<file path="src/scsp_consts.svh">
// Constants for the SPI control/status port: bit positions, reset values, encodings.
// Assumes inclusion by bare name from the package and design modules.
`ifndef SCSP_CONSTS_SVH
`define SCSP_CONSTS_SVH

// ----------------------------------------
// Transfer length
// ----------------------------------------
`define SCSP_XFER_BITS 8
`define SCSP_CNT_W 4

// ----------------------------------------
// Control byte bit positions
// ----------------------------------------
`define SCSP_CTL_SPD_HI 7
`define SCSP_CTL_SPD_LO 6
`define SCSP_CTL_PU 5
`define SCSP_CTL_HS3 4
`define SCSP_CTL_HS2 3
`define SCSP_CTL_HS1 2
`define SCSP_CTL_OP_HI 1
`define SCSP_CTL_OP_LO 0

// ----------------------------------------
// Status byte bit positions
// ----------------------------------------
`define SCSP_ST_IRQ 7
`define SCSP_ST_BUS 6
`define SCSP_ST_OV 5
`define SCSP_ST_UV 4
`define SCSP_ST_OT 3
`define SCSP_ST_HST 2
`define SCSP_ST_WK2 1
`define SCSP_ST_WK1 0

// ----------------------------------------
// Encodings and reset values
// ----------------------------------------
`define SCSP_SPD_20K 2'h0
`define SCSP_SPD_10K 2'h1
`define SCSP_SPD_100K 2'h2
`define SCSP_SPD_LOWPWR 2'h3
`define SCSP_OP_SLEEP 2'h0
`define SCSP_OP_STOP 2'h1
`define SCSP_OP_WDCLR 2'h2
`define SCSP_OP_RUN 2'h3
`define SCSP_SLEEP_CMD_MASK 8'hDF
`define SCSP_SLEEP_CMD 8'hC0
`define SCSP_STOP_CMD 8'hC1
`define SCSP_CTL_RST 8'h03

`endif

</file>
<file path="src/scsp_pkg.sv">
// Types shared by the SPI control/status port modules.
// Assumes the constants header sits in the same folder.
`include "scsp_consts.svh"

package scsp_pkg;

    // ----------------------------------------
    // Modes and control fields
    // ----------------------------------------
    typedef enum logic [1:0] {
        SCSP_RUN   = 2'h0,
        SCSP_ARMED = 2'h1,
        SCSP_SLEEP = 2'h3,
        SCSP_STOP  = 2'h2
    } scsp_mode_e;

    typedef struct packed {
        logic [1:0] speed;
        logic pullup_opt;
        logic hs3_en;
        logic hs2_en;
        logic hs1_en;
        logic [1:0] op_sel;
    } scsp_ctl_s;

    // Raw fault and wake events from analog side
    typedef struct packed {
        logic bus_wake;
        logic bus_fault;
        logic over_volt;
        logic under_volt;
        logic batt_fail;
        logic reg_overtemp;
        logic hs_thermal;
        logic wake_two;
        logic wake_one;
    } scsp_evt_s;

endpackage

</file>
<file path="src/scsp_port.sv">
// SPI slave control/status port of the analog die: one byte each way per frame.
// Assumes serial pins are asynchronous, event inputs are on clk_i, and a
// power-on reset input distinct from the system reset.
`timescale 1ns/1ps
`include "scsp_consts.svh"

// Functional notes
// - One byte each direction per transfer
// - Select fall drives output, snapshots status
// - Shift on clock rise, sample on fall
// - Valid only with exactly eight sample edges
// - Select rise loads received control byte
// - Output high impedance while select high
// - Control byte field layout D7 to D0
// - D7-D2 reset; pull-up only by power-on
// - Speed select encoding incl. low-power request
// - Pull-up option disconnects in Sleep/Stop
// - High-side enable bits switch outputs
// - Mode select encoding Sleep/Stop/clear/Run
// - Watchdog clear restarts watchdog, stays Run
// - Sleep needs two consecutive Sleep bytes
// - Stop needs two consecutive Stop bytes
// - Status byte field layout D7 to D0
// - Indicator set means bits show source
// - First read after reset shows battery fail
// - Regulator overtemp raises interrupt, sets bit
// - Bus flag clears on read; gates transmitter
// - Thermal recovery needs clearing read, then write
// - High sides one, two gated by PWM
module scsp_port
    import scsp_pkg::*;
(
    input wire logic clk_i,            // 250 MHz system clock
    input wire logic rstn_i,           // System reset, sync, active low
    input wire logic por_n_i,          // Power-on reset, sync, active low
    input wire logic serial_clock_pin, // Serial clock from master
    input wire logic sel_n_i,          // Slave select, active low
    input wire logic mosi_i,           // Master-out data
    output logic miso_o,               // Master-in data
    output logic miso_oe_o,            // Output enable for miso
    input wire scsp_evt_s evt_i,       // Analog events and levels
    input wire logic pwm_gate_input,   // PWM gate pin
    output logic hs1_on_o,             // High side one drive
    output logic hs2_on_o,             // High side two drive
    output logic hs3_on_o,             // High side three drive
    output logic [1:0] bus_speed_o,    // Bus slew selection
    output logic bus_pullup_on_o,      // Bus pull-up connected
    output logic bus_tx_en_o,          // Bus transmitter enable
    output logic [1:0] mode_o,         // Operating mode
    output logic wd_clear_o,           // Watchdog restart pulse
    output logic irq_o                 // Interrupt request
);
    // ----------------------------------------
    // State
    // ----------------------------------------
    typedef struct packed {
        logic sck_prev;
        logic sel_prev;
        logic [7:0] rx;
        logic [7:0] tx;
        logic [`SCSP_CNT_W-1:0] cnt;
        logic [7:0] last_cmd;
        scsp_mode_e mode;
        scsp_ctl_s ctl;
        logic first_rd;
        logic hs_lock;
        logic [7:0] shot;
        logic miso;
        logic miso_oe;
        logic hs1;
        logic hs2;
        logic hs3;
        logic pullup_on;
        logic tx_en;
        logic wd_clr;
        logic irq;
    } scsp_port_s;

    scsp_port_s st_q;
    scsp_port_s st_d;

    logic sck_s;
    logic sel_n_s;
    logic mosi_s;
    logic pwm_s;
    logic bus_flag;
    logic ot_flag;
    logic hst_flag;
    logic clr_bus;
    logic clr_ot;
    logic clr_hst;
    logic [7:0] status_now;
    logic src_pend;
    logic rst_all_n;

    // ----------------------------------------
    // Pin synchronisers
    // ----------------------------------------
    // Power-on reset also clears every helper flop
    assign rst_all_n = rstn_i & por_n_i;

    // Serial clock, idles low
    scsp_sync u_sync_sck (
        .clk_i(clk_i),
        .rstn_i(rst_all_n),
        .d_i(serial_clock_pin),
        .init_i(1'b0),
        .q_o(sck_s)
    );
    // Slave select, idles high so no false frame start
    scsp_sync u_sync_sel (
        .clk_i(clk_i),
        .rstn_i(rst_all_n),
        .d_i(sel_n_i),
        .init_i(1'b1),
        .q_o(sel_n_s)
    );
    // Master data, same latency as the clock
    scsp_sync u_sync_mosi (
        .clk_i(clk_i),
        .rstn_i(rst_all_n),
        .d_i(mosi_i),
        .init_i(1'b0),
        .q_o(mosi_s)
    );
    // PWM gate pin
    scsp_sync u_sync_pwm (
        .clk_i(clk_i),
        .rstn_i(rst_all_n),
        .d_i(pwm_gate_input),
        .init_i(1'b0),
        .q_o(pwm_s)
    );

    // ----------------------------------------
    // Sticky flags, cleared by a read that shipped them set
    // ----------------------------------------
    // Bus wake or fault; held while the fault persists
    scsp_flag u_flag_bus (
        .clk_i(clk_i),
        .rstn_i(rst_all_n),
        .set_i(evt_i.bus_wake | evt_i.bus_fault),
        .clr_i(clr_bus),
        .flag_o(bus_flag)
    );
    // Regulator over-temperature warning
    scsp_flag u_flag_ot (
        .clk_i(clk_i),
        .rstn_i(rst_all_n),
        .set_i(evt_i.reg_overtemp),
        .clr_i(clr_ot),
        .flag_o(ot_flag)
    );
    // High-side thermal shutdown
    scsp_flag u_flag_hst (
        .clk_i(clk_i),
        .rstn_i(rst_all_n),
        .set_i(evt_i.hs_thermal),
        .clr_i(clr_hst),
        .flag_o(hst_flag)
    );

    // Frame edges
    logic sel_fall;
    logic sel_rise;
    logic sck_rise;
    logic sck_fall;
    logic good_len;
    assign sel_fall = st_q.sel_prev & ~sel_n_s;
    assign sel_rise = ~st_q.sel_prev & sel_n_s;
    assign sck_rise = ~st_q.sck_prev & sck_s & ~sel_n_s;
    assign sck_fall = st_q.sck_prev & ~sck_s & ~sel_n_s;
    assign good_len = (st_q.cnt == `SCSP_CNT_W'(`SCSP_XFER_BITS));

    // Clears only after a complete frame that carried the flag set
    assign clr_bus = sel_rise & good_len & st_q.shot[`SCSP_ST_BUS] & ~evt_i.bus_fault;
    assign clr_ot = sel_rise & good_len & st_q.shot[`SCSP_ST_OT];
    assign clr_hst = sel_rise & good_len & st_q.shot[`SCSP_ST_HST];

    // Live status byte; indicator marks latched event source
    assign src_pend = bus_flag | ot_flag | hst_flag;
    always_comb begin
        status_now = 8'h00;
        status_now[`SCSP_ST_IRQ] = src_pend;
        status_now[`SCSP_ST_BUS] = bus_flag;
        status_now[`SCSP_ST_OV] = evt_i.over_volt;
        status_now[`SCSP_ST_UV] = st_q.first_rd ? evt_i.batt_fail : evt_i.under_volt;
        status_now[`SCSP_ST_OT] = ot_flag | evt_i.reg_overtemp;
        status_now[`SCSP_ST_HST] = hst_flag | evt_i.hs_thermal;
        status_now[`SCSP_ST_WK2] = evt_i.wake_two;
        status_now[`SCSP_ST_WK1] = evt_i.wake_one;
    end

    // ----------------------------------------
    // Next state
    // ----------------------------------------
    always_comb begin
        st_d = st_q;
        st_d.sck_prev = sck_s;
        st_d.sel_prev = sel_n_s;
        st_d.wd_clr = 1'b0;
        // Start of frame: drive output and freeze status
        if (sel_fall) begin
            st_d.shot = status_now;
            st_d.tx = status_now;
            st_d.cnt = '0;
            st_d.miso_oe = 1'b1;
            st_d.miso = status_now[7];
        end
        // Shift out on rise; first bit already presented
        if (sck_rise && st_q.cnt != '0) begin
            st_d.miso = st_q.tx[7];
        end
        // Sample on fall, count edges
        if (sck_fall) begin
            st_d.rx = {st_q.rx[6:0], mosi_s};
            st_d.tx = {st_q.tx[6:0], 1'b0};
            if (st_q.cnt != '1) begin
                st_d.cnt = st_q.cnt + `SCSP_CNT_W'(1);
            end
        end
        // End of frame
        if (sel_rise) begin
            st_d.miso_oe = 1'b0;
            st_d.miso = 1'b0;
            if (good_len) begin
                st_d.first_rd = 1'b0;
                st_d.ctl = st_q.rx;
                if (st_q.hs_lock && !hst_flag && !st_q.shot[`SCSP_ST_HST]) begin
                    st_d.hs_lock = 1'b0;
                end
                if (st_q.hs_lock && st_d.hs_lock) begin
                    st_d.ctl.hs1_en = 1'b0;
                    st_d.ctl.hs2_en = 1'b0;
                    st_d.ctl.hs3_en = 1'b0;
                end
                // Two-frame low-power entry
                if ((st_q.rx & `SCSP_SLEEP_CMD_MASK) == `SCSP_SLEEP_CMD
                    || (st_q.rx & `SCSP_SLEEP_CMD_MASK) == `SCSP_STOP_CMD) begin
                    if (st_q.mode == SCSP_ARMED && st_q.rx == st_q.last_cmd) begin
                        st_d.mode = (st_q.rx[0]) ? SCSP_STOP : SCSP_SLEEP;
                    end else begin
                        st_d.mode = SCSP_ARMED;
                    end
                end else begin
                    st_d.mode = SCSP_RUN;
                    if (st_q.rx[1:0] == `SCSP_OP_WDCLR) begin
                        st_d.wd_clr = 1'b1;
                    end
                end
                st_d.last_cmd = st_q.rx;
            end
        end
        // Thermal shutdown latches high sides off
        if (evt_i.hs_thermal) begin
            st_d.hs_lock = 1'b1;
            st_d.ctl.hs1_en = 1'b0;
            st_d.ctl.hs2_en = 1'b0;
            st_d.ctl.hs3_en = 1'b0;
        end
        // Output drives; low-power modes disable high sides
        st_d.hs1 = st_q.ctl.hs1_en & pwm_s & ~st_q.hs_lock & ~st_q.mode[1];
        st_d.hs2 = st_q.ctl.hs2_en & pwm_s & ~st_q.hs_lock & ~st_q.mode[1];
        st_d.hs3 = st_q.ctl.hs3_en & ~st_q.hs_lock & ~st_q.mode[1];
        st_d.pullup_on = ~(st_q.ctl.pullup_opt & st_q.mode[1]);
        st_d.tx_en = ~bus_flag & ~evt_i.bus_fault & ~st_q.mode[1];
        st_d.irq = src_pend;
    end

    // ----------------------------------------
    // Registers; system reset keeps pull-up option
    // ----------------------------------------
    always_ff @(posedge clk_i) begin
        if (!por_n_i || !rstn_i) begin
            st_q <= '0;
            st_q.sck_prev <= 1'b0;
            st_q.sel_prev <= 1'b1;
            st_q.ctl <= `SCSP_CTL_RST;
            st_q.ctl.pullup_opt <= por_n_i ? st_q.ctl.pullup_opt : 1'b0;
            st_q.mode <= SCSP_RUN;
            st_q.first_rd <= 1'b1;
            st_q.pullup_on <= 1'b1;
        end else begin
            st_q <= st_d;
        end
    end

    // ----------------------------------------
    // Outputs straight from flops
    // ----------------------------------------
    assign miso_o = st_q.miso;
    assign miso_oe_o = st_q.miso_oe;
    assign hs1_on_o = st_q.hs1;
    assign hs2_on_o = st_q.hs2;
    assign hs3_on_o = st_q.hs3;
    assign bus_speed_o = st_q.ctl.speed;
    assign bus_pullup_on_o = st_q.pullup_on;
    assign bus_tx_en_o = st_q.tx_en;
    assign mode_o = st_q.mode;
    assign wd_clear_o = st_q.wd_clr;
    assign irq_o = st_q.irq;
endmodule

</file>
<file path="src/scsp_sync.sv">
// Two-stage synchroniser for one pin input.
// Assumes the input is asynchronous to clk_i.
`timescale 1ns/1ps

module scsp_sync (
    input wire logic clk_i,  // System clock
    input wire logic rstn_i, // Sync reset, active low
    input wire logic d_i,    // Async input
    input wire logic init_i, // Level taken at reset
    output logic q_o         // Synchronised level
);
    typedef struct packed {
        logic s1;
        logic s2;
    } scsp_sync_s;

    scsp_sync_s st_q;
    scsp_sync_s st_d;

    // Shift chain
    always_comb begin
        st_d.s1 = d_i;
        st_d.s2 = st_q.s1;
    end

    // Register chain
    always_ff @(posedge clk_i) begin
        if (!rstn_i) begin
            st_q <= {init_i, init_i};
        end else begin
            st_q <= st_d;
        end
    end

    assign q_o = st_q.s2;
endmodule

</file>
<file path="src/scsp_flag.sv">
// Sticky status flag: set by an event, cleared by a read that saw it set.
// Assumes the event and clear are on clk_i.
`timescale 1ns/1ps

module scsp_flag (
    input wire logic clk_i,  // System clock
    input wire logic rstn_i, // Sync reset, active low
    input wire logic set_i,  // Event level or pulse
    input wire logic clr_i,  // Clear after read
    output logic flag_o      // Sticky flag
);
    logic flag_q;
    logic flag_d;

    // Set wins over clear
    always_comb begin
        flag_d = flag_q;
        if (clr_i) begin
            flag_d = 1'b0;
        end
        if (set_i) begin
            flag_d = 1'b1;
        end
    end

    always_ff @(posedge clk_i) begin
        if (!rstn_i) begin
            flag_q <= 1'b0;
        end else begin
            flag_q <= flag_d;
        end
    end

    assign flag_o = flag_q;
endmodule

</file>
<file path="config.mk">
export PLATFORM = sky130hd
export DESIGN_NAME = scsp_port
export DESIGN_NICKNAME = d
export VERILOG_FILES = /design/src/scsp_pkg.sv /design/src/scsp_port.sv /design/src/scsp_sync.sv /design/src/scsp_flag.sv
export VERILOG_INCLUDE_DIRS = /design/src
export SDC_FILE = /design/constraint.sdc
export NUM_CORES = 1
export LEC_CHECK = 0
export BUFFER_PORTS_ARGS = -buffer_cell sky130_fd_sc_hd__buf_4
export CAP_MARGIN = 20
export CORE_MARGIN = 5
export CORE_UTILIZATION = 31
export CTS_CLUSTER_DIAMETER = 150
export DETAILED_ROUTE_END_ITERATION = 12
export SLEW_MARGIN = 20
export SYNTH_ARGS = -nofsm -noshare
export SYNTH_HDL_FRONTEND = slang
export SYNTH_SLANG_ARGS = --single-unit
</file>
<file path="constraint.sdc">
create_clock -name clk_i -period 5.3 [get_ports clk_i]
set_clock_uncertainty 0.2 [all_clocks]
set_input_delay 0.795 -clock clk_i [delete_from_list [all_inputs] [get_ports clk_i]]
set_output_delay 0.795 -clock clk_i [all_outputs]
set_load 0.05 [all_outputs]
</file>
==> summary.md <==
| Metric | Value |
|---|---|
| Unrepaired setup endpoints after global routing | `no` |
| Fin cells | `400` |
| Worst R2R End | `u_flag_bus.flag_o` |
| Placed cells | `384` |
| Maximum VDD drop | `0.000108 V` |
| Setup CP Type | `register to register` |
| First-pass GRT wire length | `8490 µm` |
| Met1 wire length | `2510 µm` |
| TNS Setup | `0 ns` |
| Syn. warnings | `0` |
| Setup WS pre-CTS | `about 2.8 ns` |
| R2R cell count | `6` |
| Gr ovfl total | `0` |
| Max-slew violation count | `0` |
| Finished Cell Area | `2860 µm²` |
| Placement Cell Area | `2660 µm²` |
| Fmax achieved | `459 MHz` |
| Number of synthesized register bits | `61` |
| Final period util | `0.411` |
| Net count after synthesis | `290` |
| Vias in the first global route | `approximately 1,700` |
| Routed length per placed instance | `13.1 µm` |
| Die area | `9640 µm²` |
| CTS max path bufs | `2` |
| Chip width | `98.2 µm` |
| Dominant synthesized flop cell | `dfxtp_1` |
| Area leader, netlist | `dfxtp_1` |
| Worst-path fanout max | `14` |
| CTS root buf | `clkbuf_8` |
| Final min period | `2.18 ns` |
| Skew-Pair Late Insertion Delay | `about 0.34 ns` |
| Worst hold path startpoint | `u_sync_sel.st_d[0]` |
| Sequential share of the synthesized area | `0.511` |
| Largest Register | `st_q` |
| Pin count of the biggest net entering global routing | `25` |
| HPWL Detailed | `3500 µm` |
| Global Route Usage Sum | `0.110` |
| FF-to-FF Start | `st_q[37]` |
| Worst-Margin Slew | `0.788 ns` |
| Most area-consuming cells after synthesis | `dfxtp_1 50%, nand2_1 7.3%, a21oi_1 5.8%` |
| Cells after synthesis | `~270` |
| DRT iter0 DRCs | `110` |
| GP Congestion | `roughly 0.73` |
| ANT nets after route | `0` |
| Metal3 WL | `between 200 and 300 µm` |
| Postcts setup bufs | `0` |
| CP Capture Type | `register` |
| Hold Crit Class | `register to register` |
| Top cell types by occurrence after synthesis | `60 x dfxtp_1, 47 x nand2_1, 28 x a21oi_1` |
| Final Setup Violations | `0` |
| Post-synth EDFFs | `1` |
| CTS Hold Bufs | `0` |
| Top sig layer | `met4` |
| WL met2 | `2350 µm` |
| Drt drc | `0` |
| PwrDens | `roughly 320 nW/µm²` |
| Htree depth | `3` |
| Leak Pwr | `~0.0011 µW` |
| Unique masters post-synth | `42` |
| Max cap viols | `0` |
| Register-to-register setup slack | `around 3.1 ns` |
| Syn Area/Cell | `8.86 µm²` |
| Clk slew on worst S/H paths | `0.07 ns` |
| Slew headroom | `0.473` |
| CTS tree | `built` |
| Standard-cell row count | `32` |
| Drt via density | `~4.7` |
| Number of flip-flops in the largest register | `39` |
| Num CTS Buffers | `9` |
| Vias | `around 1,900` |
| Synth async-reset ratio | `0` |
| Hold Vio Cnt, Final | `0` |
| Yosys top cell area share | `0.498` |
| Mapped Area | `2410 µm²` |
| Layout Nets | `311` |
| Share of layout cells above drive strength 1 | `0.174` |
| Count leader, synth | `dfxtp_1` |
| Die Span Y | `98.2 µm` |
| Setup slack after layout | `roughly 3.1 ns` |
| IO Port Bufs | `28` |
| Layout area overhead | `18.5%` |
| Ant. Diodes | `0` |
| Io pins | `29` |
| Initial antenna violation count | `0` |
| Crit path DAT | `2.20 ns` |
| Effective utilization at floorplan | `0.315` |
| Worst EP required | `5.32 ns` |
| Min-Delay Endpoint | `u_sync_sel.q_o` |
| Worst Setup Start Kind | `register` |
| CTS resizes | `0` |
| Final WL | `between 5000 and 6000 µm` |
| Hold Path Cell Cnt | `1` |
| Detailed Routing Iterations Pass 1 | `5` |
| WHS | `0.220 ns` |
| # clock sinks | `61` |
| Outcome | `finished, final reports clean` |
| Fillers | `768` |
| Core area | `7650 µm²` |
through the flow:
stage / util / power (µW)
2_1_floorplan: - / 494
3_3_place_gp: 0.347 / 509
3_5_place_dp: 0.347 / 510
4_1_cts: 0.374 / 927
5_1_grt: 0.374 / 947
6_report: 0.374 / 916
logic make-up after synthesis:
logic type               Yosys count  synth area share
AND/OR/NAND/NOR                  120             0.243
flip-flops                        61             0.511
AO/OA/AOI/OAI                     48             0.121
buffers and inverters             26            0.0561
XOR/XNOR                           9            0.0327
multiplexers                       6            0.0254
adder cells (fa/ha/maj)            2            0.0104
layout by cell type (no fill, tap or decap), types with 5 or more instances in the layout:
| master | instances |
|---|---|
| a21oi_1 | 28 |
| and3_1 | 10 |
| buf_4 | 30 |
| clkbuf_8 | 9 |
| dfxtp_1 | 60 |
| inv_1 | 6 |
| mux2i_1 | 5 |
| nand2_1 | 47 |
| nand2b_1 | 5 |
| nand3_1 | 11 |
| nor2_1 | 13 |
| nor2b_1 | 5 |
| nor3_1 | 10 |
| xor2_1 | 7 |
worst max-delay path, stage by stage (launching register included):
cell and delay (ns):
dfxtp_1 0.35, inv_1 0.08, ha_1 0.16, and4bb_2 0.31, and2_1 0.51, a21boi_1 0.15, o311a_1 0.29
worst max path at each step:
stage	cells past startpoint	startpoint	to	slack, ns
6_report	6	st_q[37]	u_flag_bus.flag_o	3.12
5_1_grt	6	st_q[37]	u_flag_bus.flag_o	3.00
4_1_cts	6	st_q[37]	u_flag_bus.flag_o	3.11
3_5_place_dp	4	por_n_i	u_sync_sel.q_o	2.83
3_3_place_gp	4	por_n_i	u_sync_sel.st_d[0]	2.87
2_1_floorplan	4	por_n_i	st_q[24]	3.40
final cells by class:
| cell class | count | area, µm² | area share |
|---|---|---|---|
| inverters | 6 | 22.5 | 0.00788 |
| clock inverters | 4 | 45.0 | 0.0158 |
| clock buffers | 12 | 156 | 0.0548 |
| well taps | 102 | 128 | 0.0447 |
| multi-input cells | 185 | 1050 | 0.367 |
| flip-flops and latches | 61 | 1230 | 0.431 |
| repair buffers | 30 | 225 | 0.0788 |
power by group:
part | switching (µW) | internal, µW
sequential | 3.22 | 464
clock | 173 | 244
combinational | 18.0 | 13.6
per-layer routing:
metal | track usage | up-vias
met5 | 0 | -
met4 | 0.0599 | 0
met3 | 0.0300 | 7
met2 | 0.168 | 38
met1 | 0.141 | 873
li1 | - | 970
(Power assumes the default switching activity.)
